**src/rtl/dpr_pkg.sv**
```systemverilog
package dpr_pkg;
    // clock and time base
    localparam int unsigned CLK_MHZ       = 50;
    localparam int unsigned TICK_US       = 1;
    localparam int unsigned TICK_CYC      = CLK_MHZ * TICK_US;
    localparam int unsigned TICK_CNT_W    = 6;
    // delays, in their own units, and in ticks
    localparam int unsigned SETUP_STEP_MS = 500;
    localparam int unsigned SETUP_STEP_TK = SETUP_STEP_MS * 1000 / TICK_US;
    localparam int unsigned TEST_INI_MS   = 42;
    localparam int unsigned TEST_INI_TK   = TEST_INI_MS * 1000 / TICK_US;
    localparam int unsigned PULSE0_US     = 1280;
    localparam int unsigned PULSE1_MS     = 100;
    localparam int unsigned PULSE2_MS     = 210;
    localparam int unsigned PULSE3_MS     = 360;
    localparam int unsigned PULSE0_TK     = PULSE0_US / TICK_US;
    localparam int unsigned PULSE1_TK     = PULSE1_MS * 1000 / TICK_US;
    localparam int unsigned PULSE2_TK     = PULSE2_MS * 1000 / TICK_US;
    localparam int unsigned PULSE3_TK     = PULSE3_MS * 1000 / TICK_US;
    localparam int unsigned SHORT_SHIFT   = 7;
    localparam int unsigned COUNT_W       = 24;
    // setup delay selection in half-second steps
    localparam logic [4:0]  SETUP_SEL_MIN = 5'h01;
    localparam logic [4:0]  SETUP_SEL_MAX = 5'h14;
    // register map
    localparam int unsigned ADDR_W        = 12;
    localparam logic [11:0] ADDR_CTRL     = 12'h000;
    localparam logic [11:0] ADDR_STATUS   = 12'h004;
    localparam logic [11:0] ADDR_COUNT    = 12'h008;
    // control fields
    localparam int unsigned CTRL_SEL_LSB  = 0;
    localparam int unsigned CTRL_SEL_MSB  = 4;
    localparam int unsigned CTRL_FIX_BIT  = 5;
    localparam int unsigned CTRL_PSEL_LSB = 6;
    localparam int unsigned CTRL_PSEL_MSB = 7;
    localparam int unsigned CTRL_W        = 8;
    localparam logic [7:0]  CTRL_RESET    = 8'h08;
    // status fields
    localparam int unsigned ST_TEST_BIT   = 0;
    localparam int unsigned ST_RST_BIT    = 1;
    localparam int unsigned ST_BTN_BIT    = 2;
    localparam int unsigned ST_UV_BIT     = 3;
    localparam int unsigned ST_WAIT_BIT   = 4;

    typedef enum logic [2:0] {
        ST_IDLE,
        ST_SETUP,
        ST_HOLD,
        ST_PULSE,
        ST_WAIT_REL,
        ST_TEST_INI,
        ST_TEST_IND
    } seq_state_e;
endpackage

```
**src/rtl/delayed_pushbutton_reset.sv**
```systemverilog
`timescale 1ns/1ps
module delayed_pushbutton_reset
    import dpr_pkg::*;
#(
    parameter bit          ACTIVE_HIGH = 1'b0,
    parameter bit          OPEN_DRAIN  = 1'b1,
    parameter int unsigned P_STEP_TK   = SETUP_STEP_TK,
    parameter int unsigned P_INI_TK    = TEST_INI_TK,
    parameter int unsigned P_PULSE1_TK = PULSE1_TK,
    parameter int unsigned P_PULSE2_TK = PULSE2_TK,
    parameter int unsigned P_PULSE3_TK = PULSE3_TK
) (
    input  wire logic              I_CLK,
    input  wire logic              I_NRST,
    input  wire logic              I_BUTTON_IN_N,
    input  wire logic              I_TEST_ENTRY_LEVEL,
    input  wire logic              I_SUPPLY_OK,
    input  wire logic              I_PSEL,
    input  wire logic              I_PENABLE,
    input  wire logic              I_PWRITE,
    input  wire logic [ADDR_W-1:0] I_PADDR,
    input  wire logic [31:0]       I_PWDATA,
    output logic      [31:0]       O_PRDATA,
    output logic                   O_PREADY,
    output logic                   O_PSLVERR,
    output logic                   O_RST_OUT,
    output logic                   O_RST_OE
);

    ////////////////////////////////////////////////////////////////////////////////////////
    typedef struct packed {
        seq_state_e            st;
        logic [COUNT_W-1:0]    cnt;
        logic [TICK_CNT_W-1:0] div;
        logic                  tick;
        logic [CTRL_W-1:0]     ctrl;
        logic                  test_mode;
        logic                  uv_hold;
        logic                  rst_out;
        logic                  rst_oe;
        logic [31:0]           prdata;
    } state_s;

    localparam logic [TICK_CNT_W-1:0] TICK_LAST = TICK_CNT_W'(TICK_CYC - 1);
    localparam logic                  OUT_IDLE  = OPEN_DRAIN ? 1'b0 : ~ACTIVE_HIGH;
    localparam logic                  OE_IDLE   = OPEN_DRAIN ? ACTIVE_HIGH : 1'b1;

    localparam state_s RESET_STATE = '{
        st:        ST_IDLE,
        cnt:       '0,
        div:       '0,
        tick:      1'b0,
        ctrl:      CTRL_RESET,
        test_mode: 1'b0,
        uv_hold:   1'b0,
        rst_out:   OUT_IDLE,
        rst_oe:    OE_IDLE,
        prdata:    32'h0000_0000
    };

    state_s s_q;
    state_s s_d;

    logic               btn_act;
    logic               asserted;
    logic               fixed_en;
    logic [4:0]         sel;
    logic [COUNT_W-1:0] setup_lim;
    logic [COUNT_W-1:0] press_lim;
    logic [COUNT_W-1:0] pulse_lim;
    logic [COUNT_W-1:0] cnt_inc;
    logic               wr_acc;
    logic               rd_setup;
    logic               addr_ok;
    logic               wr_bad;
    logic [4:0]         wr_sel;
    logic [31:0]        rd_val;

    ////////////////////////////////////////////////////////////////////////////////////////
    // delay limits
    assign btn_act  = ~I_BUTTON_IN_N;
    assign fixed_en = s_q.ctrl[CTRL_FIX_BIT];
    assign sel      = s_q.ctrl[CTRL_SEL_MSB:CTRL_SEL_LSB];
    assign cnt_inc  = s_q.cnt + COUNT_W'(1);

    // sel never exceeds SETUP_SEL_MAX, so the product stays below 2**COUNT_W
    assign setup_lim = COUNT_W'(sel * P_STEP_TK);
    assign press_lim = s_q.test_mode ? (setup_lim >> SHORT_SHIFT)
                                     : setup_lim;

    always_comb begin
        case (s_q.ctrl[CTRL_PSEL_MSB:CTRL_PSEL_LSB])
            2'h0:    pulse_lim = COUNT_W'(PULSE0_TK);
            2'h1:    pulse_lim = COUNT_W'(P_PULSE1_TK);
            2'h2:    pulse_lim = COUNT_W'(P_PULSE2_TK);
            default: pulse_lim = COUNT_W'(P_PULSE3_TK);
        endcase
    end

    ////////////////////////////////////////////////////////////////////////////////////////
    // apb decode: zero wait states, read data captured in the setup cycle
    assign wr_acc   = I_PSEL & I_PENABLE & I_PWRITE;
    assign rd_setup = I_PSEL & ~I_PENABLE & ~I_PWRITE;
    assign addr_ok  = (I_PADDR == ADDR_CTRL) | (I_PADDR == ADDR_STATUS)
                    | (I_PADDR == ADDR_COUNT);
    assign wr_sel   = I_PWDATA[CTRL_SEL_MSB:CTRL_SEL_LSB];
    // a setup selection outside 0.5 s .. 10 s is refused, keeping the old value
    assign wr_bad   = I_PWRITE & (I_PADDR == ADDR_CTRL)
                    & ((wr_sel < SETUP_SEL_MIN) | (wr_sel > SETUP_SEL_MAX));

    assign O_PREADY  = 1'b1;
    assign O_PSLVERR = I_PSEL & I_PENABLE & (~addr_ok | wr_bad
                     | (I_PWRITE & (I_PADDR != ADDR_CTRL)));

    // taken from the state: an open-drain active-high release looks like idle on the pins
    assign asserted = (s_q.st == ST_HOLD) | (s_q.st == ST_PULSE) | (s_q.st == ST_TEST_IND);

    always_comb begin
        rd_val = 32'h0000_0000;
        if (I_PADDR == ADDR_CTRL) begin
            rd_val[CTRL_W-1:0] = s_q.ctrl;
        end else if (I_PADDR == ADDR_STATUS) begin
            rd_val[ST_TEST_BIT] = s_q.test_mode;
            rd_val[ST_RST_BIT]  = asserted;
            rd_val[ST_BTN_BIT]  = btn_act;
            rd_val[ST_UV_BIT]   = s_q.uv_hold;
            rd_val[ST_WAIT_BIT] = (s_q.st == ST_WAIT_REL);
        end else if (I_PADDR == ADDR_COUNT) begin
            rd_val[COUNT_W-1:0] = s_q.cnt;
        end
    end

    ////////////////////////////////////////////////////////////////////////////////////////
    always_comb begin
        s_d = s_q;

        // microsecond time base
        s_d.tick = 1'b0;
        if (s_q.div == TICK_LAST) begin
            s_d.div  = '0;
            s_d.tick = 1'b1;
        end else begin
            s_d.div = s_q.div + TICK_CNT_W'(1);
        end

        if (rd_setup) begin
            s_d.prdata = rd_val;
        end
        if (wr_acc & ~O_PSLVERR) begin
            s_d.ctrl = I_PWDATA[CTRL_W-1:0];
        end

        // supply dropout seen while idle freezes the block with the pin released
        if (!I_SUPPLY_OK && s_q.st == ST_IDLE && !btn_act) begin
            s_d.uv_hold = 1'b1;
        end else if (I_SUPPLY_OK) begin
            s_d.uv_hold = 1'b0;
        end

        case (s_q.st)
            ST_IDLE: begin
                s_d.cnt = '0;
                if (s_q.uv_hold) begin
                    s_d.st = ST_IDLE;
                end else if (I_TEST_ENTRY_LEVEL && !s_q.test_mode) begin
                    s_d.st = ST_TEST_INI;
                end else if (btn_act) begin
                    s_d.st = ST_SETUP;
                end
            end
            ST_SETUP: begin
                if (!btn_act) begin
                    // short closure: count discarded, output untouched
                    s_d.st  = ST_IDLE;
                    s_d.cnt = '0;
                end else if (s_q.tick) begin
                    if (cnt_inc >= press_lim) begin
                        s_d.cnt = '0;
                        s_d.st  = fixed_en ? ST_PULSE : ST_HOLD;
                    end else begin
                        s_d.cnt = cnt_inc;
                    end
                end
            end
            ST_HOLD: begin
                if (!btn_act) begin
                    s_d.st = ST_IDLE;
                end
            end
            ST_PULSE: begin
                // button state deliberately not looked at while the pulse runs
                if (s_q.tick) begin
                    if (cnt_inc >= pulse_lim) begin
                        s_d.cnt = '0;
                        s_d.st  = btn_act ? ST_WAIT_REL : ST_IDLE;
                    end else begin
                        s_d.cnt = cnt_inc;
                    end
                end
            end
            ST_WAIT_REL: begin
                if (!btn_act) begin
                    s_d.st = ST_IDLE;
                end
            end
            ST_TEST_INI: begin
                if (!I_TEST_ENTRY_LEVEL) begin
                    // level gone before the delay ran out: no lock
                    s_d.st  = ST_IDLE;
                    s_d.cnt = '0;
                end else if (s_q.tick) begin
                    if (cnt_inc >= COUNT_W'(P_INI_TK)) begin
                        s_d.cnt       = '0;
                        s_d.test_mode = 1'b1;
                        s_d.st        = fixed_en ? ST_PULSE : ST_TEST_IND;
                    end else begin
                        s_d.cnt = cnt_inc;
                    end
                end
            end
            ST_TEST_IND: begin
                if (!I_TEST_ENTRY_LEVEL) begin
                    s_d.st = ST_IDLE;
                end
            end
            default: begin
                s_d.st  = ST_IDLE;
                s_d.cnt = '0;
            end
        endcase

        // pin drive follows the next state so the output is a flop
        if (s_d.st == ST_HOLD || s_d.st == ST_PULSE || s_d.st == ST_TEST_IND) begin
            s_d.rst_out = OPEN_DRAIN ? 1'b0 : ACTIVE_HIGH;
            s_d.rst_oe  = OPEN_DRAIN ? ~ACTIVE_HIGH : 1'b1;
        end else begin
            s_d.rst_out = OUT_IDLE;
            s_d.rst_oe  = OE_IDLE;
        end
    end

    ////////////////////////////////////////////////////////////////////////////////////////
    // reset models the power-on restart, the only way out of test mode
    always_ff @(posedge I_CLK) begin
        if (!I_NRST) begin
            s_q <= RESET_STATE;
        end else begin
            s_q <= s_d;
        end
    end

    assign O_PRDATA  = s_q.prdata;
    assign O_RST_OUT = s_q.rst_out;
    assign O_RST_OE  = s_q.rst_oe;

endmodule

```
**config.mk**
```make
export PLATFORM = sky130hd
export DESIGN_NAME = delayed_pushbutton_reset
export DESIGN_NICKNAME = d
export VERILOG_FILES = /design/src/rtl/dpr_pkg.sv /design/src/rtl/delayed_pushbutton_reset.sv
export SDC_FILE = /design/constraint.sdc
export NUM_CORES = 1
export LEC_CHECK = 0
export ABC_AREA = 1
export BUFFER_PORTS_ARGS = -buffer_cell sky130_fd_sc_hd__buf_2
export CAP_MARGIN = 0
export CORE_UTILIZATION = 45
export CTS_CLUSTER_DIAMETER = 50
export DETAILED_ROUTE_END_ITERATION = 10
export PLACE_DENSITY = 0.76
export SKIP_LAST_GASP = 1
export SLEW_MARGIN = 20
export SYNTH_ARGS = -nofsm -noshare
export SYNTH_HDL_FRONTEND = slang
export SYNTH_SLANG_ARGS = --single-unit
export TNS_END_PERCENT = 30
```
**constraint.sdc**
```tcl
create_clock -name I_CLK -period 9.6 [get_ports I_CLK]
set_input_delay 1.44 -clock I_CLK [delete_from_list [all_inputs] [get_ports I_CLK]]
set_output_delay 1.44 -clock I_CLK [all_outputs]
set_load 0.01 [all_outputs]
```
Word level (Yosys, flattened, before mapping). Cells that the tools add are included.

Add/sub/neg operators: 2. Multiply operators: 1. Magnitude comparators: 5. Equal/unequal tests: 17. Muxes and demuxes: 32. Bitwise gates (word level): 23. Reduce and logical (&&, ||, !) cells: 17.

Operators with widths (number): $mux W27 (5); $mux W24 (5); $pmux W24 S4 (1); $pmux W19 S3 (1); $mux W3 (10); $add A24 B1 Y24 const B (1); $ge A24 B16 Y1 const B (1); $ge A24 B19 Y1 (1); $ge A24 B24 Y1 (1); $mul A5 B14 Y19 const B (1); $mux W19 (1); $pmux W3 S6 (1); $mux W16 (1); $eq A12 B3 Y1 const B (1); $eq A12 B4 Y1 const B (1); $eq A3 B2 Y1 const B (4); $eq A3 B3 Y1 const B (4); $logic_not A12 Y1 (1); $reduce_bool A12 Y1 (1); $and A1 B1 Y1 (9); $mux W8 (1); $reduce_and A4 Y1 (2); $not A1 Y1 (7); $or A1 B1 Y1 (7); other kinds (19) (29).

Flip-flop bits (word level): 70. Input port bits: 52. Output and inout bits: 36. Word-level logic and storage cells: 107.

Logic depth before layout (Yosys ltp).
Depth after elaboration: 11. Mapped depth: 29. Mapped depth without buffers: 28.

Worst setup path after synthesis. Ideal clock, no wire load.

Path type: reg2reg. Start point: register s_q[38] in the netlist's numbering. End point: register s_q[51] in the netlist's numbering. Setup time: 0.113 ns. Data arrival time: 4.215 ns. Data required time: 9.487 ns. Path slack: 5.271 ns. Stages on the path, launching flop included: 24. Path buffers: 1. Period minus slack after synthesis: 4.329 ns. Cells stage by stage: dfxtp_1 > ha_1 > inv_1 > fa_1 > fa_1 > inv_1 > ha_1 > a21oi_1 > o21ai_0 > xor2_1 > or2_2 > ha_1 > nand2_1 > nor2_1 > nand2_1 > nor2_1 > nand2_1 > nand4_1 > nor2_1 > nand2_1 > nand3_2 > buf_6 > o21ai_1 > inv_1.

Word-level cells in the longest chain between the ends: 7.

RTL lines: start, declared (line delayed_pushbutton_reset.sv:61) `state_s s_q;`; start signal, assigned (line delayed_pushbutton_reset.sv:246) `s_q <= RESET_STATE;`; start signal, assigned (line delayed_pushbutton_reset.sv:248) `s_q <= s_d;`; $mul A5 B14 Y19 (line delayed_pushbutton_reset.sv:87) `assign setup_lim = COUNT_W'(sel * P_STEP_TK);`; $mux W24 (line delayed_pushbutton_reset.sv:88) `assign press_lim = s_q.test_mode ? (setup_lim >> SHORT_SHIFT)`; $ge A24 B24 Y1 (line delayed_pushbutton_reset.sv:177) `if (cnt_inc >= press_lim) begin`; $mux W24 (line delayed_pushbutton_reset.sv:177); $mux W27 (line delayed_pushbutton_reset.sv:176) `end else if (s_q.tick) begin`; $mux W27 (line delayed_pushbutton_reset.sv:172) `if (!btn_act) begin`; $pmux W24 S4 (line delayed_pushbutton_reset.sv:160) `case (s_q.st)`.

No other way between the ends. The select of a mux whose other input is x is not followed. A chain may end at the register's enable or synchronous reset.

Worst setup path in the final report. Ends and elaborated chain as after synthesis.

==> metrics.yaml <==
yosys.area.top_type: "dfxtp_1"
grt.total_usage: 0.2216
gp_congestion: 0.9541
cap_violations: 0
drt_iter0_markers: 402
portBuffers: 53
synth-edff-count: 0
dr.pass1.iters: 5
hold_viol: 0
start_util: 0.4605
crit_type: "reg -> reg"
antenna_cells: 0
drc: 0
vdd_drop_max_mv: 0.07847
synth_common_cells: "nand2_1 (261), inv_1 (106), nor2_1 (85)"
grt_pass1_vias: 5305
maxSlewHeadroom: 0.3615
setup_viol: 0
stdcell_count: 1132
htreeDepth: 3
rsz0062_at_grt: "no"
grt_pass1_wl_um: 25000
outcome: "completed"
p_leak_nw: 3.139
ys_top_cells_by_area: "dfxtp_1 (23%), nand2_1 (16%), ha_1 (14%), a21oi_1 (6.6%), inv_1 (6.5%)"
syn_inst: 934
arrival_ns: 5.45
regToRegSetupSlack_ns: 4.38
grt_max_degree: 47
synth_area_per_cell_um2: 6.504
utilization: 0.4954
num_vias: 5783
dpl.hpwl_um: 11730
finalCritPeriodShare: 0.5437
cts_root_buffer: "clkbuf_16"
holdBufCountCts: 0
worst-path-max-fanout: 21
fmaxAchievable_mhz: 191.6
postRouteAntennaNets: 0
yosysUniqueCellTypes: 39
syn_to_final_growth_pct: 7.580
die_h_um: 118.2
grt_overflow_total: 0
wl_per_cell_um: 13.12
end_kind: "flip-flop"
cts_buffer_depth: 2
yosysWarnings: 0
path_clk_slew_ns: 0.06
die_area_um2: 13970
nets: 1078
antenna_found_initial: 0
pin_count: 88
synth.top_cell.area_share: 0.2274
via_per_inst: 5.109
fp.dieW_um: 118.2
synth_area_um2: 6075
place_ws_ns: 4.381
post_cts_buffers: 0
worstPathRequired_ns: 9.83
final.min_clock_period_ns: 5.220
synth.yosys.seq_area_share: 0.2274
cp-start-kind: "flip-flop"
cts_buffers: 9
maxSlewViolCount: 0
worstMarginPinSlew_ns: 0.9551
finalWirelength_um: 14850
yosys_most_used_dff: "dfxtp_1"
drive_above_1_share: 0.09519
clock-sinks: 69
hold_path.class: "reg -> reg"
tritoncts: "built"
rows: 42
clock_latency_ns: 0.34
synth.most_common_cell: "nand2_1"
core_region_area_um2: 13190
finClkSkew_ns: 0.006024
cts_resized: 0
layout_setup_ws_ns: 4.380
tns_ns: 0
power_density_nw_per_um2: 115.8
dp.cells: 1116
synth_seq_cells: 69
synthArstFlopShare: 0
## placed cells by master, fill, tap and decap left out, drive strengths merged, types with 2 or more instances in the layout
| cell type | count |
|---|---|
| a31oi | 3 |
| a21o | 2 |
| a21oi | 80 |
| nand3 | 60 |
| dfxtp | 69 |
| o221ai | 6 |
| nor2 | 95 |
| o21ai | 32 |
| o211ai | 9 |
| a211oi | 3 |
| mux2i | 3 |
| ha | 69 |
| nor3 | 18 |
| fa | 6 |
| buf | 54 |
| o31ai | 4 |
| nand4 | 13 |
| clkbuf | 12 |
| or2 | 2 |
| clkinv | 4 |
| xor2 | 11 |
| xnor2 | 3 |
| nand3b | 5 |
| inv | 109 |
| conb | 10 |
| o21bai | 3 |
| nand2 | 266 |
## kinds of logic (layout without fill, tap and decap cells)
logic type,after synthesis,in the layout,share of synthesized area
buf+inv,167,181,0.1273
other cells,2,10,0.001236
mux,3,3,0.004944
compound gates,143,143,0.1314
xor+xnor,14,14,0.02266
fa+ha+maj,75,75,0.1619
flops,69,69,0.2274
simple gates,461,461,0.3232
## worst paths after layout
path | start | endpoint | depth (start not counted)
min | O_PRDATA[16] | O_PRDATA[16] | 2
max | s_q[38] | s_q[51] | 24
max reg2reg | s_q[38] | s_q[51] | 24
min reg2reg | O_PRDATA[16] | O_PRDATA[16] | 2
## flip-flops by register name (all words and copies together) (netlist names)
signal and count:
s_q 43, O_RST_OE 1, O_PRDATA 24, fixed_en 1
## area by class of cell
type                    instances  area [um^2]
well taps                     176        220.2
multi-input cells             706         3950
repair buffers                 54        272.8
fillers                      1343         6655
clock inverters                 4        47.55
flip-flops and latches         69         1381
inverters                     111        416.7
clock buffers                  12        246.5
## metrics by stage
stage	cell area [um^2]	power (mW)	hold slack [ns]
after floorplan	6105	0.4077	0.4337
after global placement	6241	0.4365	0.4495
after detailed placement	6241	0.4388	0.4538
after CTS	6535	0.7627	0.4621
after global routing	6535	0.7991	0.4848
final	6535	0.7567	0.4612
## critical path, cell delays in order, from the launching register on
cell	delay [ns]
dfxtp_1	0.62
fa_1	0.53
fa_1	0.48
ha_1	0.30
ha_1	0.37
a21oi_1	0.27
o31ai_1	0.10
a21oi_1	0.17
nand2_1	0.07
nand2_1	0.08
nand2_1	0.06
nand2_1	0.05
o21ai_0	0.10
ha_1	0.33
nand2_1	0.06
nor2_1	0.13
nand4_1	0.12
nor2_1	0.12
nand2_1	0.05
nand4_1	0.28
nor2_1	0.07
nand2_1	0.08
nand3_2	0.36
o21ai_1	0.26
inv_1	0.05
## power by group
part | internal (mW) | switching, mW | total, mW
clock network | 0.207 | 0.117 | 0.324
logic | 0.0473 | 0.0866 | 0.134
registers | 0.292 | 0.00713 | 0.299
total | 0.546 | 0.211 | 0.757
## layer usage
metal / track usage / share of wire / up-vias
met1: 0.2826 / 0.45 / 2568
met5: 0 / 0 / -
met3: 0.04151 / 0.058 / 25
met4: 0.08013 / 0.025 / 0
met2: 0.3710 / 0.46 / 147
li1: - / - / 3043
Power figures use the tool's default switching activity.
